$ cat src/design/sac_pkg.sv
package sac_pkg;
  // ----------------------------------------
  // Register map
  // ----------------------------------------
  localparam logic [7:0] ADDR_RESULT = 8'h00_c2;
  localparam logic [7:0] ADDR_CONTROL = 8'h00_c3;
  localparam logic [7:0] RESULT_RESET = 8'h00_00;
  localparam logic [7:0] CONTROL_RESET = 8'h00_00;
  // Control fields; bits 7..3 have no function
  localparam int CTL_REQUEST_BIT = 0;
  localparam int CTL_CHANNEL_BIT = 1;
  localparam int CTL_AUTO_BIT = 2;
  localparam logic [4:0] CTL_RESERVED_READ = 5'h0_0;

  // ----------------------------------------
  // Converter shape
  // ----------------------------------------
  localparam int CODE_WIDTH = 8;
  localparam logic [7:0] TRIAL_MSB_ONLY = 8'h00_80;
  localparam logic [7:0] TRIAL_CLEAR = 8'h00_00;
  localparam logic [2:0] TRIAL_TOP_BIT = 3'h7;
  localparam int RANGE_MV = 2000;
  localparam int STEP_MV = 8;

  // ----------------------------------------
  // Timing at 125 MHz
  // ----------------------------------------
  localparam int CLOCK_KHZ = 125000;
  localparam int AUTO_PERIOD_MS = 30;
  localparam int AUTO_PERIOD_CYCLES = AUTO_PERIOD_MS * CLOCK_KHZ;
  localparam int AUTO_COUNT_WIDTH = 22;
  localparam int SETTLE_US = 10;
  localparam int SETTLE_CYCLES = (SETTLE_US * CLOCK_KHZ + 999) / 1000;
  localparam int SETTLE_COUNT_WIDTH = 12;
  localparam int MAX_CONVERT_MS = 50;
endpackage

$ cat src/design/sac_sar_if.sv
`timescale 1ns/1ps
interface sac_sar_if;
  import sac_pkg::*;
  logic start;
  logic abort;
  logic done;
  logic [CODE_WIDTH-1:0] trial;

  modport ctl (output start, output abort, input done, input trial);
  modport eng (input start, input abort, output done, output trial);
endinterface

$ cat src/design/sac_sar_engine.sv
`timescale 1ns/1ps
module sac_sar_engine #(
  parameter int SETTLE = sac_pkg::SETTLE_CYCLES
) (
  input wire logic sys_clk, // System clock
  input wire logic rst_b, // Asynchronous reset, active low
  input wire logic comp_raw, // Comparator: generated voltage above input
  sac_sar_if.eng sar // Start, abort, done and trial code
);
  import sac_pkg::*;

  typedef enum logic [0:0] {SAC_IDLE, SAC_WAIT} sac_state_t;

  sac_state_t state;
  sac_state_t next_state;
  logic [2:0] comp_sync;
  logic comp_level;
  logic next_comp_level;
  logic [2:0] bit_idx;
  logic [2:0] next_bit_idx;
  logic [SETTLE_COUNT_WIDTH-1:0] wait_cnt;
  logic [SETTLE_COUNT_WIDTH-1:0] next_wait_cnt;
  logic [CODE_WIDTH-1:0] next_trial;
  logic next_done;

  // ----------------------------------------
  // Comparator synchroniser
  // ----------------------------------------
  // Stage 0 feeds only stage 1; the level moves once stages 1 and 2 agree
  always_comb begin
    next_comp_level = comp_level;
    if (comp_sync[1] == comp_sync[2]) begin
      next_comp_level = comp_sync[2];
    end
  end

  always_ff @(posedge sys_clk or negedge rst_b) begin
    if (!rst_b) begin
      comp_sync <= 3'h0;
      comp_level <= 1'b0;
    end else begin
      comp_sync <= {comp_sync[1:0], comp_raw};
      comp_level <= next_comp_level;
    end
  end

  // ----------------------------------------
  // Successive approximation sequence
  // ----------------------------------------
  // Settle time covers the analog source plus the synchroniser delay
  always_comb begin
    next_state = state;
    next_bit_idx = bit_idx;
    next_wait_cnt = wait_cnt;
    next_trial = sar.trial;
    next_done = 1'b0;
    case (state)
      SAC_IDLE: begin
        if (sar.start && !sar.abort) begin
          next_trial = TRIAL_MSB_ONLY;
          next_bit_idx = TRIAL_TOP_BIT;
          next_wait_cnt = '0;
          next_state = SAC_WAIT;
        end
      end
      SAC_WAIT: begin
        if (sar.abort) begin
          next_trial = TRIAL_CLEAR;
          next_state = SAC_IDLE;
        end else if (wait_cnt == SETTLE_COUNT_WIDTH'(SETTLE - 1)) begin
          // Trial too high: drop the bit just tried
          if (comp_level) begin
            next_trial[bit_idx] = 1'b0;
          end
          next_wait_cnt = '0;
          if (bit_idx == 3'h0) begin
            next_done = 1'b1;
            next_state = SAC_IDLE;
          end else begin
            next_bit_idx = bit_idx - 3'h1;
            next_trial[bit_idx - 3'h1] = 1'b1;
          end
        end else begin
          next_wait_cnt = wait_cnt + SETTLE_COUNT_WIDTH'(1);
        end
      end
      default: begin
        next_state = SAC_IDLE;
      end
    endcase
  end

  always_ff @(posedge sys_clk or negedge rst_b) begin
    if (!rst_b) begin
      state <= SAC_IDLE;
      bit_idx <= 3'h0;
      wait_cnt <= '0;
      sar.trial <= TRIAL_CLEAR;
      sar.done <= 1'b0;
    end else begin
      state <= next_state;
      bit_idx <= next_bit_idx;
      wait_cnt <= next_wait_cnt;
      sar.trial <= next_trial;
      sar.done <= next_done;
    end
  end
endmodule

$ cat src/design/sac_adc_control.sv
`timescale 1ns/1ps
module sac_adc_control #(
  parameter int AUTO_CYCLES = sac_pkg::AUTO_PERIOD_CYCLES,
  parameter int SETTLE = sac_pkg::SETTLE_CYCLES
) (
  input wire logic sys_clk, // System clock, 125 MHz
  input wire logic rst_b, // Asynchronous reset, active low
  input wire logic system_on, // Chip in system-on mode
  input wire logic [7:0] sfr_addr, // Register address
  input wire logic sfr_wr, // Write strobe, one cycle
  input wire logic sfr_rd, // Read strobe, one cycle
  input wire logic [7:0] sfr_wdata, // Write data
  output logic [7:0] sfr_rdata, // Read data, valid cycle after strobe
  input wire logic comp_raw, // Comparator output from the analog side
  output logic [sac_pkg::CODE_WIDTH-1:0] trial_code, // Code to the voltage source
  output logic chan_sel, // Analog input select
  output logic conv_busy // Conversion in progress
);
  import sac_pkg::*;

  sac_sar_if sar ();

  logic request_bit;
  logic next_request_bit;
  logic chan_bit;
  logic next_chan_bit;
  logic auto_convert;
  logic next_auto_convert;
  logic [CODE_WIDTH-1:0] adc_result;
  logic [CODE_WIDTH-1:0] next_adc_result;
  logic [7:0] next_sfr_rdata;
  logic [AUTO_COUNT_WIDTH-1:0] auto_cnt;
  logic [AUTO_COUNT_WIDTH-1:0] next_auto_cnt;
  logic auto_pend;
  logic next_auto_pend;
  logic running;
  logic next_running;
  logic start;
  logic next_start;
  logic ctl_write;
  logic ctl_hit;
  logic res_hit;
  logic auto_due;

  // ----------------------------------------
  // Address decode
  // ----------------------------------------
  function automatic logic hit(input logic [7:0] addr, input logic [7:0] reg_addr);
    hit = (addr == reg_addr);
  endfunction

  // Writes to the result address match nothing, so they fall away
  assign ctl_hit = hit(sfr_addr, ADDR_CONTROL);
  assign res_hit = hit(sfr_addr, ADDR_RESULT);
  assign ctl_write = sfr_wr && ctl_hit;

  // ----------------------------------------
  // Control register
  // ----------------------------------------
  // A write in the done cycle wins, so a fresh request is never lost
  always_comb begin
    next_request_bit = request_bit;
    next_chan_bit = chan_bit;
    next_auto_convert = auto_convert;
    if (sar.done) begin
      next_request_bit = 1'b0;
    end
    if (ctl_write) begin
      next_request_bit = sfr_wdata[CTL_REQUEST_BIT];
      next_chan_bit = sfr_wdata[CTL_CHANNEL_BIT];
      next_auto_convert = sfr_wdata[CTL_AUTO_BIT];
    end
  end

  // Only three bits are stored; the reserved ones cost no flops
  always_ff @(posedge sys_clk or negedge rst_b) begin
    if (!rst_b) begin
      request_bit <= CONTROL_RESET[CTL_REQUEST_BIT];
      chan_bit <= CONTROL_RESET[CTL_CHANNEL_BIT];
      auto_convert <= CONTROL_RESET[CTL_AUTO_BIT];
    end else begin
      request_bit <= next_request_bit;
      chan_bit <= next_chan_bit;
      auto_convert <= next_auto_convert;
    end
  end

  // ----------------------------------------
  // Result register
  // ----------------------------------------
  // Loaded only on done, so an aborted run leaves the last good code
  always_comb begin
    next_adc_result = adc_result;
    if (sar.done) begin
      next_adc_result = sar.trial;
    end
  end

  // No write path reaches these flops
  always_ff @(posedge sys_clk or negedge rst_b) begin
    if (!rst_b) begin
      adc_result <= RESULT_RESET;
    end else begin
      adc_result <= next_adc_result;
    end
  end

  // ----------------------------------------
  // Read data
  // ----------------------------------------
  // Read data registered; unmapped addresses answer zero
  always_comb begin
    next_sfr_rdata = sfr_rdata;
    if (sfr_rd) begin
      if (ctl_hit) begin
        next_sfr_rdata = {CTL_RESERVED_READ, auto_convert, chan_bit, request_bit};
      end else if (res_hit) begin
        next_sfr_rdata = adc_result;
      end else begin
        next_sfr_rdata = 8'h00_00;
      end
    end
  end

  // Held between reads, so software may pick it up late
  always_ff @(posedge sys_clk or negedge rst_b) begin
    if (!rst_b) begin
      sfr_rdata <= 8'h00_00;
    end else begin
      sfr_rdata <= next_sfr_rdata;
    end
  end

  // ----------------------------------------
  // Periodic conversion timer
  // ----------------------------------------
  // Last count of the period
  assign auto_due = (auto_cnt == AUTO_COUNT_WIDTH'(AUTO_CYCLES - 1));

  // Counter clears whenever the auto bit or system-on is low
  always_comb begin
    next_auto_cnt = '0;
    if (auto_convert && system_on) begin
      next_auto_cnt = auto_due ? '0 : auto_cnt + AUTO_COUNT_WIDTH'(1);
    end
  end

  // Period counter flops
  always_ff @(posedge sys_clk or negedge rst_b) begin
    if (!rst_b) begin
      auto_cnt <= '0;
    end else begin
      auto_cnt <= next_auto_cnt;
    end
  end

  // A tick that lands while busy is held until the converter is free
  always_comb begin
    next_auto_pend = (auto_convert && system_on && auto_due) || (auto_pend && !start);
  end

  // Pending tick flop; a tick and a start in one cycle keep it set
  always_ff @(posedge sys_clk or negedge rst_b) begin
    if (!rst_b) begin
      auto_pend <= 1'b0;
    end else begin
      auto_pend <= next_auto_pend;
    end
  end

  // ----------------------------------------
  // Conversion launch
  // ----------------------------------------
  // Leaving system-on aborts; a held request restarts on return
  always_comb begin
    next_start = system_on && !running && !start && (request_bit || auto_pend);
    next_running = running;
    if (start) begin
      next_running = 1'b1;
    end
    if (sar.done || !system_on) begin
      next_running = 1'b0;
    end
  end

  always_ff @(posedge sys_clk or negedge rst_b) begin
    if (!rst_b) begin
      start <= 1'b0;
      running <= 1'b0;
    end else begin
      start <= next_start;
      running <= next_running;
    end
  end

  // Outputs come straight from flops here or in the engine, except abort, which is system_on inverted
  assign sar.start = start;
  assign sar.abort = !system_on;
  // Eight settle periods of 10 us fit far inside the 50 ms budget
  assign conv_busy = running;
  assign trial_code = sar.trial;
  assign chan_sel = chan_bit;

  // Engine runs the eight compare steps against the analog side
  sac_sar_engine #(
    .SETTLE(SETTLE)
  ) u_engine (
    .sys_clk(sys_clk),
    .rst_b(rst_b),
    .comp_raw(comp_raw),
    .sar(sar)
  );
endmodule

$ cat config.mk
export PLATFORM = sky130hd
export DESIGN_NAME = sac_adc_control
export DESIGN_NICKNAME = d
export VERILOG_FILES = /design/src/design/sac_pkg.sv /design/src/design/sac_sar_if.sv /design/src/design/sac_sar_engine.sv /design/src/design/sac_adc_control.sv
export SDC_FILE = /design/constraint.sdc
export NUM_CORES = 1
export LEC_CHECK = 0
export ABC_AREA = 1
export BUFFER_PORTS_ARGS = -buffer_cell sky130_fd_sc_hd__buf_2
export CAP_MARGIN = 20
export CORE_UTILIZATION = 59
export CTS_BUF_LIST = sky130_fd_sc_hd__clkbuf_4 sky130_fd_sc_hd__clkbuf_8 sky130_fd_sc_hd__clkbuf_16
export CTS_CLUSTER_DIAMETER = 150
export DETAILED_ROUTE_END_ITERATION = 10
export PLACE_DENSITY = 0.8
export SETUP_SLACK_MARGIN = 0.1
export SLEW_MARGIN = 20
export SYNTH_ARGS = -nofsm -noshare
export SYNTH_HDL_FRONTEND = slang
export SYNTH_SLANG_ARGS = --single-unit
$ cat constraint.sdc
create_clock -name sys_clk -period 1.7 [get_ports sys_clk]
set_clock_uncertainty 0.1 [all_clocks]
set_input_delay 0.085 -clock sys_clk [delete_from_list [all_inputs] [get_ports sys_clk]]
set_output_delay 0.085 -clock sys_clk [all_outputs]
set_load 0.05 [all_outputs]
==> results of run 1 <==
## worst register-to-register path: stages, from the launching register on
cell and delay (ps):
dfrtp_1 440, nand2_1 100, nor2_1 260, nand2_1 120
nor4_1 310, nor2_1 100
## sequential cells by signal, indices dropped and copies added (netlist names), 3 cells and up
name and count:
sfr_rdata 8, u_engine.bit_idx 3, u_engine.wait_cnt 12, u_engine.comp_sync 3, adc_result 8, auto_cnt 22, u_engine.sar.trial 8
## cell usage after synthesis, drive strengths merged, types with 5 or more instances
cell and count:
nand2 151, nor2 76, dfrtp 73, inv 59, nand3 42, o21ai 34, xor2 10, nand4 9
nor3 8, buf 6, ha 6, a21oi 5
## per-layer routing
metal  GRT usage [%]  up-vias
met3           5.604       13
met1           33.29     1588
li1                -     1693
met5               0        -
met4           8.596        0
met2           45.62       87
## per-stage QoR
step	utilization [%]	total power, mW	hold slack, ps	instance area [sq um]	setup slack (ps)
finish	76.05	4.402	67.44	4609	149.7
floorplan	-	2.492	-310.6	3785	170.1
global placement	67.09	2.702	41.45	4066	92.15
CTS	73.04	4.241	34.88	4427	104.6
global route	76.05	4.632	68.24	4609	8.554
detailed placement	67.09	2.720	39.29	4066	40.02
## cell type report
class | count | area [sq um] | area share [%]
Sequential cell | 73 | 1831 | 39.71
Clock inverter | 7 | 95.09 | 2.063
Timing Repair Buffer | 59 | 411.6 | 8.931
Tap cell | 75 | 93.84 | 2.036
Multi-Input combinational cell | 356 | 1819 | 39.47
Timing Repair inverter | 1 | 8.758 | 0.1900
Inverter | 59 | 226.5 | 4.913
Clock buffer | 9 | 123.9 | 2.687
## worst paths after layout
kind | startpoint | end | slack [ps] | cells past startpoint
max in group asynchronous | rst_b | u_engine.wait_cnt[0] | 1000 | 3
setup reg to reg | auto_cnt[14] | auto_cnt[17] | 150 | 5
setup / recovery | auto_cnt[14] | auto_cnt[17] | 150 | 5
min in group asynchronous | rst_b | auto_cnt[9] | 190 | 3
hold reg to reg | u_engine.comp_sync[0] | u_engine.comp_sync[1] | 260 | 0
hold / removal | sfr_addr[1] | sfr_rdata[2] | 70 | 5
## kinds of logic after synthesis
| logic type | count (synthesis) | share of synthesized area (%) |
|---|---|---|
| AOI/OAI and AO/OA | 42 | 5.653 |
| xor gates and xnor gates | 13 | 3.008 |
| adders and majority gates | 7 | 2.248 |
| buffers and inverters | 66 | 7.107 |
| DFF | 73 | 48.26 |
| and+or+nand+nor | 293 | 33.72 |
## power by group through the flow
stage               Clock, mW  Sequential, mW  Combinational (mW)
floorplan                   0            2.02               0.473
global placement            0            1.97               0.732
detailed placement          0            1.97               0.745
CTS                      1.52            1.95               0.781
global route             1.58            1.97                1.08
finish                   1.49            1.96               0.951
## timing repair
| item | 4_1_cts | 5_1_grt |
|---|---|---|
| cloned | 1 | 1 |
| setup buffers | 0 | 6 |
| gates resized for setup | 6 | 45 |
| endpoints found under the hold margin | 84 | 0 |
| pin swaps | 2 | 10 |
| setup endpoints to repair | 24 | 35 |
| hold buffers | 12 | 0 |
==> summary.txt, run 1 <==
CTS
  – Clk root buf: clkbuf_8
  – H-tree depth: 3
  – Total clock sinks: 73
  – Total clock buffers created by CTS: 9
  – Clock-pin slew on the worst setup and hold paths: 80 ps
  – Worst-Skew Late Latency: 350 ps
  – CTS tree: done
  – CTS max path bufs: 2

Power and ir drop
  – Psw: 1.395 mW
  – Clock network power share: between 30% and 40%
  – Switching portion of total power: 31.69%
  – Seq pwr share: between 40 and 50%
  – Worst VDD drop: 0.8373 mV
  – Leak: 2.175 nW
  – Int Power: ~3.0 mW
  – Combinational share of power: 21.6%
  – P per Cell Area: between 900 and 1000 nW/um^2

Timing
  – Slew HR: 75.00%
  – Tmin final: 1550 ps
  – Crit share post-route: 91.19%
  – Final setup fails: 0
  – Final hold vios: 0
  – Unrepaired setup endpoints after global routing: yes
  – F_max: about 650 MHz
  – Pins over their slew limit: 0
  – Worst slew pin tran: 375.0 ps
  – Setup TNS: 0 ps

Synth
  – Post-synth EDFFs: 0
  – Synth top area cells: dfrtp_1 48%, nand2_1 14%, nor2_1 6.8%
  – Cell Area, Synth: 3785 sq um
  – Post-synthesis sequential area ratio: about 48%
  – Syn Area/Cell: roughly 7.7 sq um
  – Dominant cell type by area after synthesis: dfrtp_1
  – Ys Warns: 0
  – Syn Nets: between 500 and 600
  – Yosys reg bits: 73
  – Synth cell types: 32
  – Synth top area share: between 40% and 50%
  – Synth async-reset ratio: 100.0%
  – Ys flop type: dfrtp_1
  – Synth Instances: 494

Final layout
  – Fin cells: between 600 and 700
  – Commonest non-fill, non-tap cell in the layout: nand2_1
  – Most frequent cells in the layout: 142 x nand2_1, 70 x dfrtp_1, 56 x nor2_1, 52 x inv_1, 38 x nand3_1
  – ANT cells: 0
  – Share of cells above drive strength 1: 20.39%
  – Synth-to-layout area growth: 21.79%
  – Fill count: roughly 420
  – Final Net Count: 587

Worst setup path
  – Worst Path Max Fanout: 5
  – Slowest cell on crit path: dfrtp_1
  – Slowest stage delay, CP: 440 ps
  – Critical Path Sink Type: flop
  – Critical path's top delay family: simple AND/OR/NAND/NOR gates
  – Crit path DAT: 1680 ps
  – Critical path buffer and inverter count: 0
  – Crit Path Category: reg -> reg
  – Startpoint types: flop
  – Worst path required time: 1830 ps
  – CP cell instances: nand2_1 > nor2_1 > nand2_1 > nor4_1 > nor2_1

Floorplanning
  – Die Width: between 80 and 90 um
  – Die height: a little over 80 um
  – Die Area: 6740 sq um
  – Starting density of the core: 62.45%
  – Ports: 40
  – CORE AREA: 6061 sq um
  – Num rows: 28

Detailed routing
  – DRT iter0 DRCs: about 200
  – WL met3: 390 um
  – Via density: ~5.3
  – Wire length on met2: 4150 um
  – Vias: 3,381
  – Final WL: 8546 um
  – Routed WL per cell: 13.37 um
  – ANT nets after route: 0
  – Detailed-route DRC error count: 0
  – Metal1 wirelength: a little under 4000 um
  – First-pass iteration count of the detailed router: 5
  – Max layer used: met4

Outcome
  – Status: finished, final reports clean

Min path
  – Hold/Removal Path Class: in -> reg

Global routing
  – Global-route wire length before repair: 13,540 um
  – Total gr overflow: 0
  – Vias in the first global route: 3,143
  – Largest net degree at the start of global routing: 74
  – GRT Total Usage: 26.53%
  – Initial antenna violation count: 0

Placement
  – PortBufs: 34
  – Placed cells: 603
  – DP Wirelength: 5426 um
  – RePlAce Congestion: 0.8967

Flow run
  – Maxcap violations: 0
(Power assumes the default switching activity.)
==> run 2: changes to the inputs <==
- SYNTH_HIERARCHICAL: default -> 1
==> run 2 against run 1 <==
- via count is 1.2% higher
- cell count is 1.4% higher
- global-route usage is 1.2 points lower
- sequential share of layout area is 0.17 points higher
- area after synthesis is 2.7% higher
- clock power is 15% lower
- sequential power hardly changed
- first-iteration DRC count is 19% higher
- combinational power is 25% higher
- critical path type unchanged
- critical endpoint is now u_engine/sar.trial[6]
==> summary.txt, run 2 <==
Outcome
  – Status: finished, final reports clean

Global routing
  – Largest net degree at the start of global routing: 74 (unchanged)
  – GRT Total Usage: 25.38% (-1.2 points)
  – Global routing usage on met3: 6.362% (+0.76 points)
  – Vias in the first global route: 3,187 (+1.4%)
  – Met2 Track Usage GR: 40.76% (-4.9 points)
  – Global-route wire length before repair: 13,970 um (+3.2%)
  – Grt met1 use: 32.55% (-0.73 points)
  – Total gr overflow: 0 (unchanged)
  – Initial antenna violation count: 0 (unchanged)
  – Most Crowded Layer GR: met2

Detailed routing
  – DRT iter0 DRCs: 243 (+19%)
  – Routed WL per cell: 13.20 um (-1.3%)
  – ANT nets after route: 0 (unchanged)
  – Via density: 5.281 (-0.19%)
  – First-pass iteration count of the detailed router: 4 (-1)
  – Vias: 3,422 (+1.2%)
  – Detailed-route DRC error count: 0 (unchanged)
  – Final WL: 8554 um (about the same)

Timing
  – Slew HR: 74.48% (-0.52 points)
  – Final hold vios: 0 (unchanged)
  – Crit share post-route: 93.07% (+1.9 points)
  – Pins over their slew limit: 0 (unchanged)
  – F_max: 632.0 MHz (-2.0%)
  – Worst slew pin tran: 382.8 ps (+7.748 ps)
  – Setup TNS: 0 ps (unchanged)
  – Unrepaired setup endpoints after global routing: yes
  – Final setup fails: 0 (unchanged)
  – Tmin final: 1582 ps (+31.96 ps)

Final layout
  – Top flop regs: auto_cnt: 22 flops, u_engine/wait_cnt: 12 flops
  – Final Net Count: 594 (+1.2%)
  – Share of cells above drive strength 1: 20.67% (+0.28 points)
  – Synth-to-layout area growth: 17.95%
  – Post-route cell area: 4587 sq um (-0.49%)
  – Fin cells: 648 (+1.4%)
  – Max reg flops: 22 (unchanged)
  – Most flops, register: auto_cnt
  – Commonest non-fill, non-tap cell in the layout: nand2_1
  – ANT cells: 0 (unchanged)
  – Most frequent cells in the layout: 153 x nand2_1, 71 x dfrtp_1, 69 x nor2_1, 45 x inv_1, 34 x buf_2

Synth
  – Synth top area cells: dfrtp_1 47%, nand2_1 15%, nor2_1 6.9%
  – Synth cell types: 29 (-9.4%)
  – Cell Area, Synth: 3889 sq um (+2.7%)
  – Top-count cell post-synth: nand2_1
  – Syn Area/Cell: 7.700 sq um (+0.51%)
  – Ys Warns: 6 (+6)
  – Synth async-reset ratio: 100.0% (unchanged)
  – Dominant cell type by area after synthesis: dfrtp_1
  – Yosys reg bits: 73 (unchanged)
  – Syn Nets: 533 (+2.1%)
  – Ys flop type: dfrtp_1
  – Synth Instances: 505 (+2.2%)
  – Post-synth EDFFs: 0 (unchanged)
  – Synth top area share: 46.98% (-1.3 points)
  – Post-synthesis sequential area ratio: 46.98% (-1.3 points)
  – Most instantiated cells after synthesis: 158 x nand2_1, 73 x dfrtp_1, 71 x nor2_1, 48 x inv_1, 30 x o21ai_0

Placement
  – PortBufs: 34 (unchanged)
  – RePlAce Congestion: 0.9524 (+6.2%)
  – Area of placed instances: 4153 sq um (+2.1%)
  – Placed cells: 615 (+2.0%)
  – DP Wirelength: 5693 um (+4.9%)

Worst setup path
  – Critical Path Sink Type: flop
  – Startpoint types: flop
  – FF-to-FF Start: u_engine/bit_idx[1]
  – Crit Path Category: reg -> reg
  – Worst Path Max Fanout: 4 (-1)
  – CP startpoint: u_engine/bit_idx[1]
  – Crit path DAT: 1780 ps (+100 ps)
  – Worst path required time: 1900 ps (+70 ps)
  – FF-to-FF setup slack: 120 ps (-30 ps)

CTS
  – Total clock sinks: 73 (unchanged)
  – Clk root buf: clkbuf_8
  – Total clock buffers created by CTS: 9 (unchanged)
  – H-tree depth: 3 (unchanged)
  – Worst-Skew Late Latency: 360 ps (about the same)
  – Clock-pin slew on the worst setup and hold paths: 90 ps (about the same)
  – CTS tree: done
  – CTS max path bufs: 2 (unchanged)

Floorplanning
  – CORE AREA: 6350 sq um (+4.8%)
  – Die Width: 83.19 um (+1.3%)
  – Starting density of the core: 61.24% (-1.2 points)
  – Die height: 83.19 um (+1.3%)
  – Num rows: 29 (+3.6%)
  – Die Area: 6920 sq um (+2.7%)
  – Ports: 40 (unchanged)

Min path
  – Hold/Removal Path Class: in -> reg
  – Hold Path Origin: sfr_wr

Power and ir drop
  – Leak: 2.164 nW (-0.49%)
  – P per Cell Area: 969.1 nW/um^2 (+1.5%)
  – Worst VDD drop: 1.008 mV (+20%)
  – Final Total Pwr: 4.445 mW (+0.98%)

Flow run
  – Maxcap violations: 0 (unchanged)
[run 2: cell types whose count changed in the layout (fill, tap and decap cells not counted), sizes merged, moves of 4 or more]
cell / previous run / this run
o21ai: 34 / 38
nor2: 76 / 83
nand3: 42 / 25
dlygate4sd3: 12 / 7
nand2: 152 / 172
xnor2: 3 / 8
[run 2: cell type report]
| class | instances | area (sq um) |
|---|---|---|
| multi-input cells | 373 | 1924 |
| inverters | 56 | 210.2 |
| clock buffers | 9 | 123.9 |
| clock inverters | 7 | 60.06 |
| well taps | 77 | 96.34 |
| repair buffers | 53 | 342.8 |
| flip-flops and latches | 73 | 1829 |
| fillers | 475 | 1763 |
[run 2: through the flow]
stage / utilization (%) / hold slack (ps) / setup slack, ps
detailed placement: 65.40 / 40.30 / 86.39
floorplan: - / -310.6 / 238.9
finish: 72.24 / 34.24 / 117.8
global placement: 65.40 / 39.62 / 139.3
global route: 72.24 / 82.78 / 57.73
CTS: 69.64 / 24.29 / 99.78
[run 2: worst paths after layout]
| path | to | cells after the start |
|---|---|---|
| setup / recovery | u_engine/sar.trial[6] | 9 |
| hold / removal | auto_convert | 3 |
| setup reg to reg | u_engine/sar.trial[6] | 9 |
| hold reg to reg | u_engine/comp_sync[1] | 0 |
| max in group asynchronous | u_engine/wait_cnt[0] | 3 |
| min in group asynchronous | auto_cnt[8] | 3 |
[run 2: critical path, cell delays in order (launching register included)]
cell	delay, ps
dfrtp_2	410
inv_2	80
ha_4	170
inv_1	80
nand2_1	60
nand2_1	120
nand2_1	80
o21ai_0	210
nand2_1	100
o21ai_2	110
[run 2: kinds of logic (layout without fill, tap and decap cells)]
family / after synthesis / count (layout) / synth area share (%)
xor gates and xnor gates: 17 / 17 / 3.829
buffers and inverters: 61 / 125 / 6.564
DFF: 73 / 73 / 46.98
and+or+nand+nor: 302 / 304 / 34.43
AOI/OAI and AO/OA: 45 / 45 / 6.017
adders and majority gates: 7 / 7 / 2.188
[run 2: metal layers]
metal  routed length [um]  vias up
met4                  208        0
li1                     -     1713
met3                  354       20
met5                    0        -
met1                 3861     1592
met2                 4130       97
[run 2: power by group]
group	leakage, nW	switching [mW]	internal [mW]	total, mW
Combinational	1.09	0.753	0.437	1.19
Sequential	0.980	0.138	1.85	1.99
Clock	0.0908	0.717	0.551	1.27
Total	2.16	1.61	2.84	4.45
[run 2: what timing repair did]
action,CTS,global route
cloned,0,2
resized for setup,2,25
hold buffers,7,0
buffers inserted,1,7
endpoints found under the hold margin,83,0
endpoints found under the setup margin,19,32
pin swaps,0,3
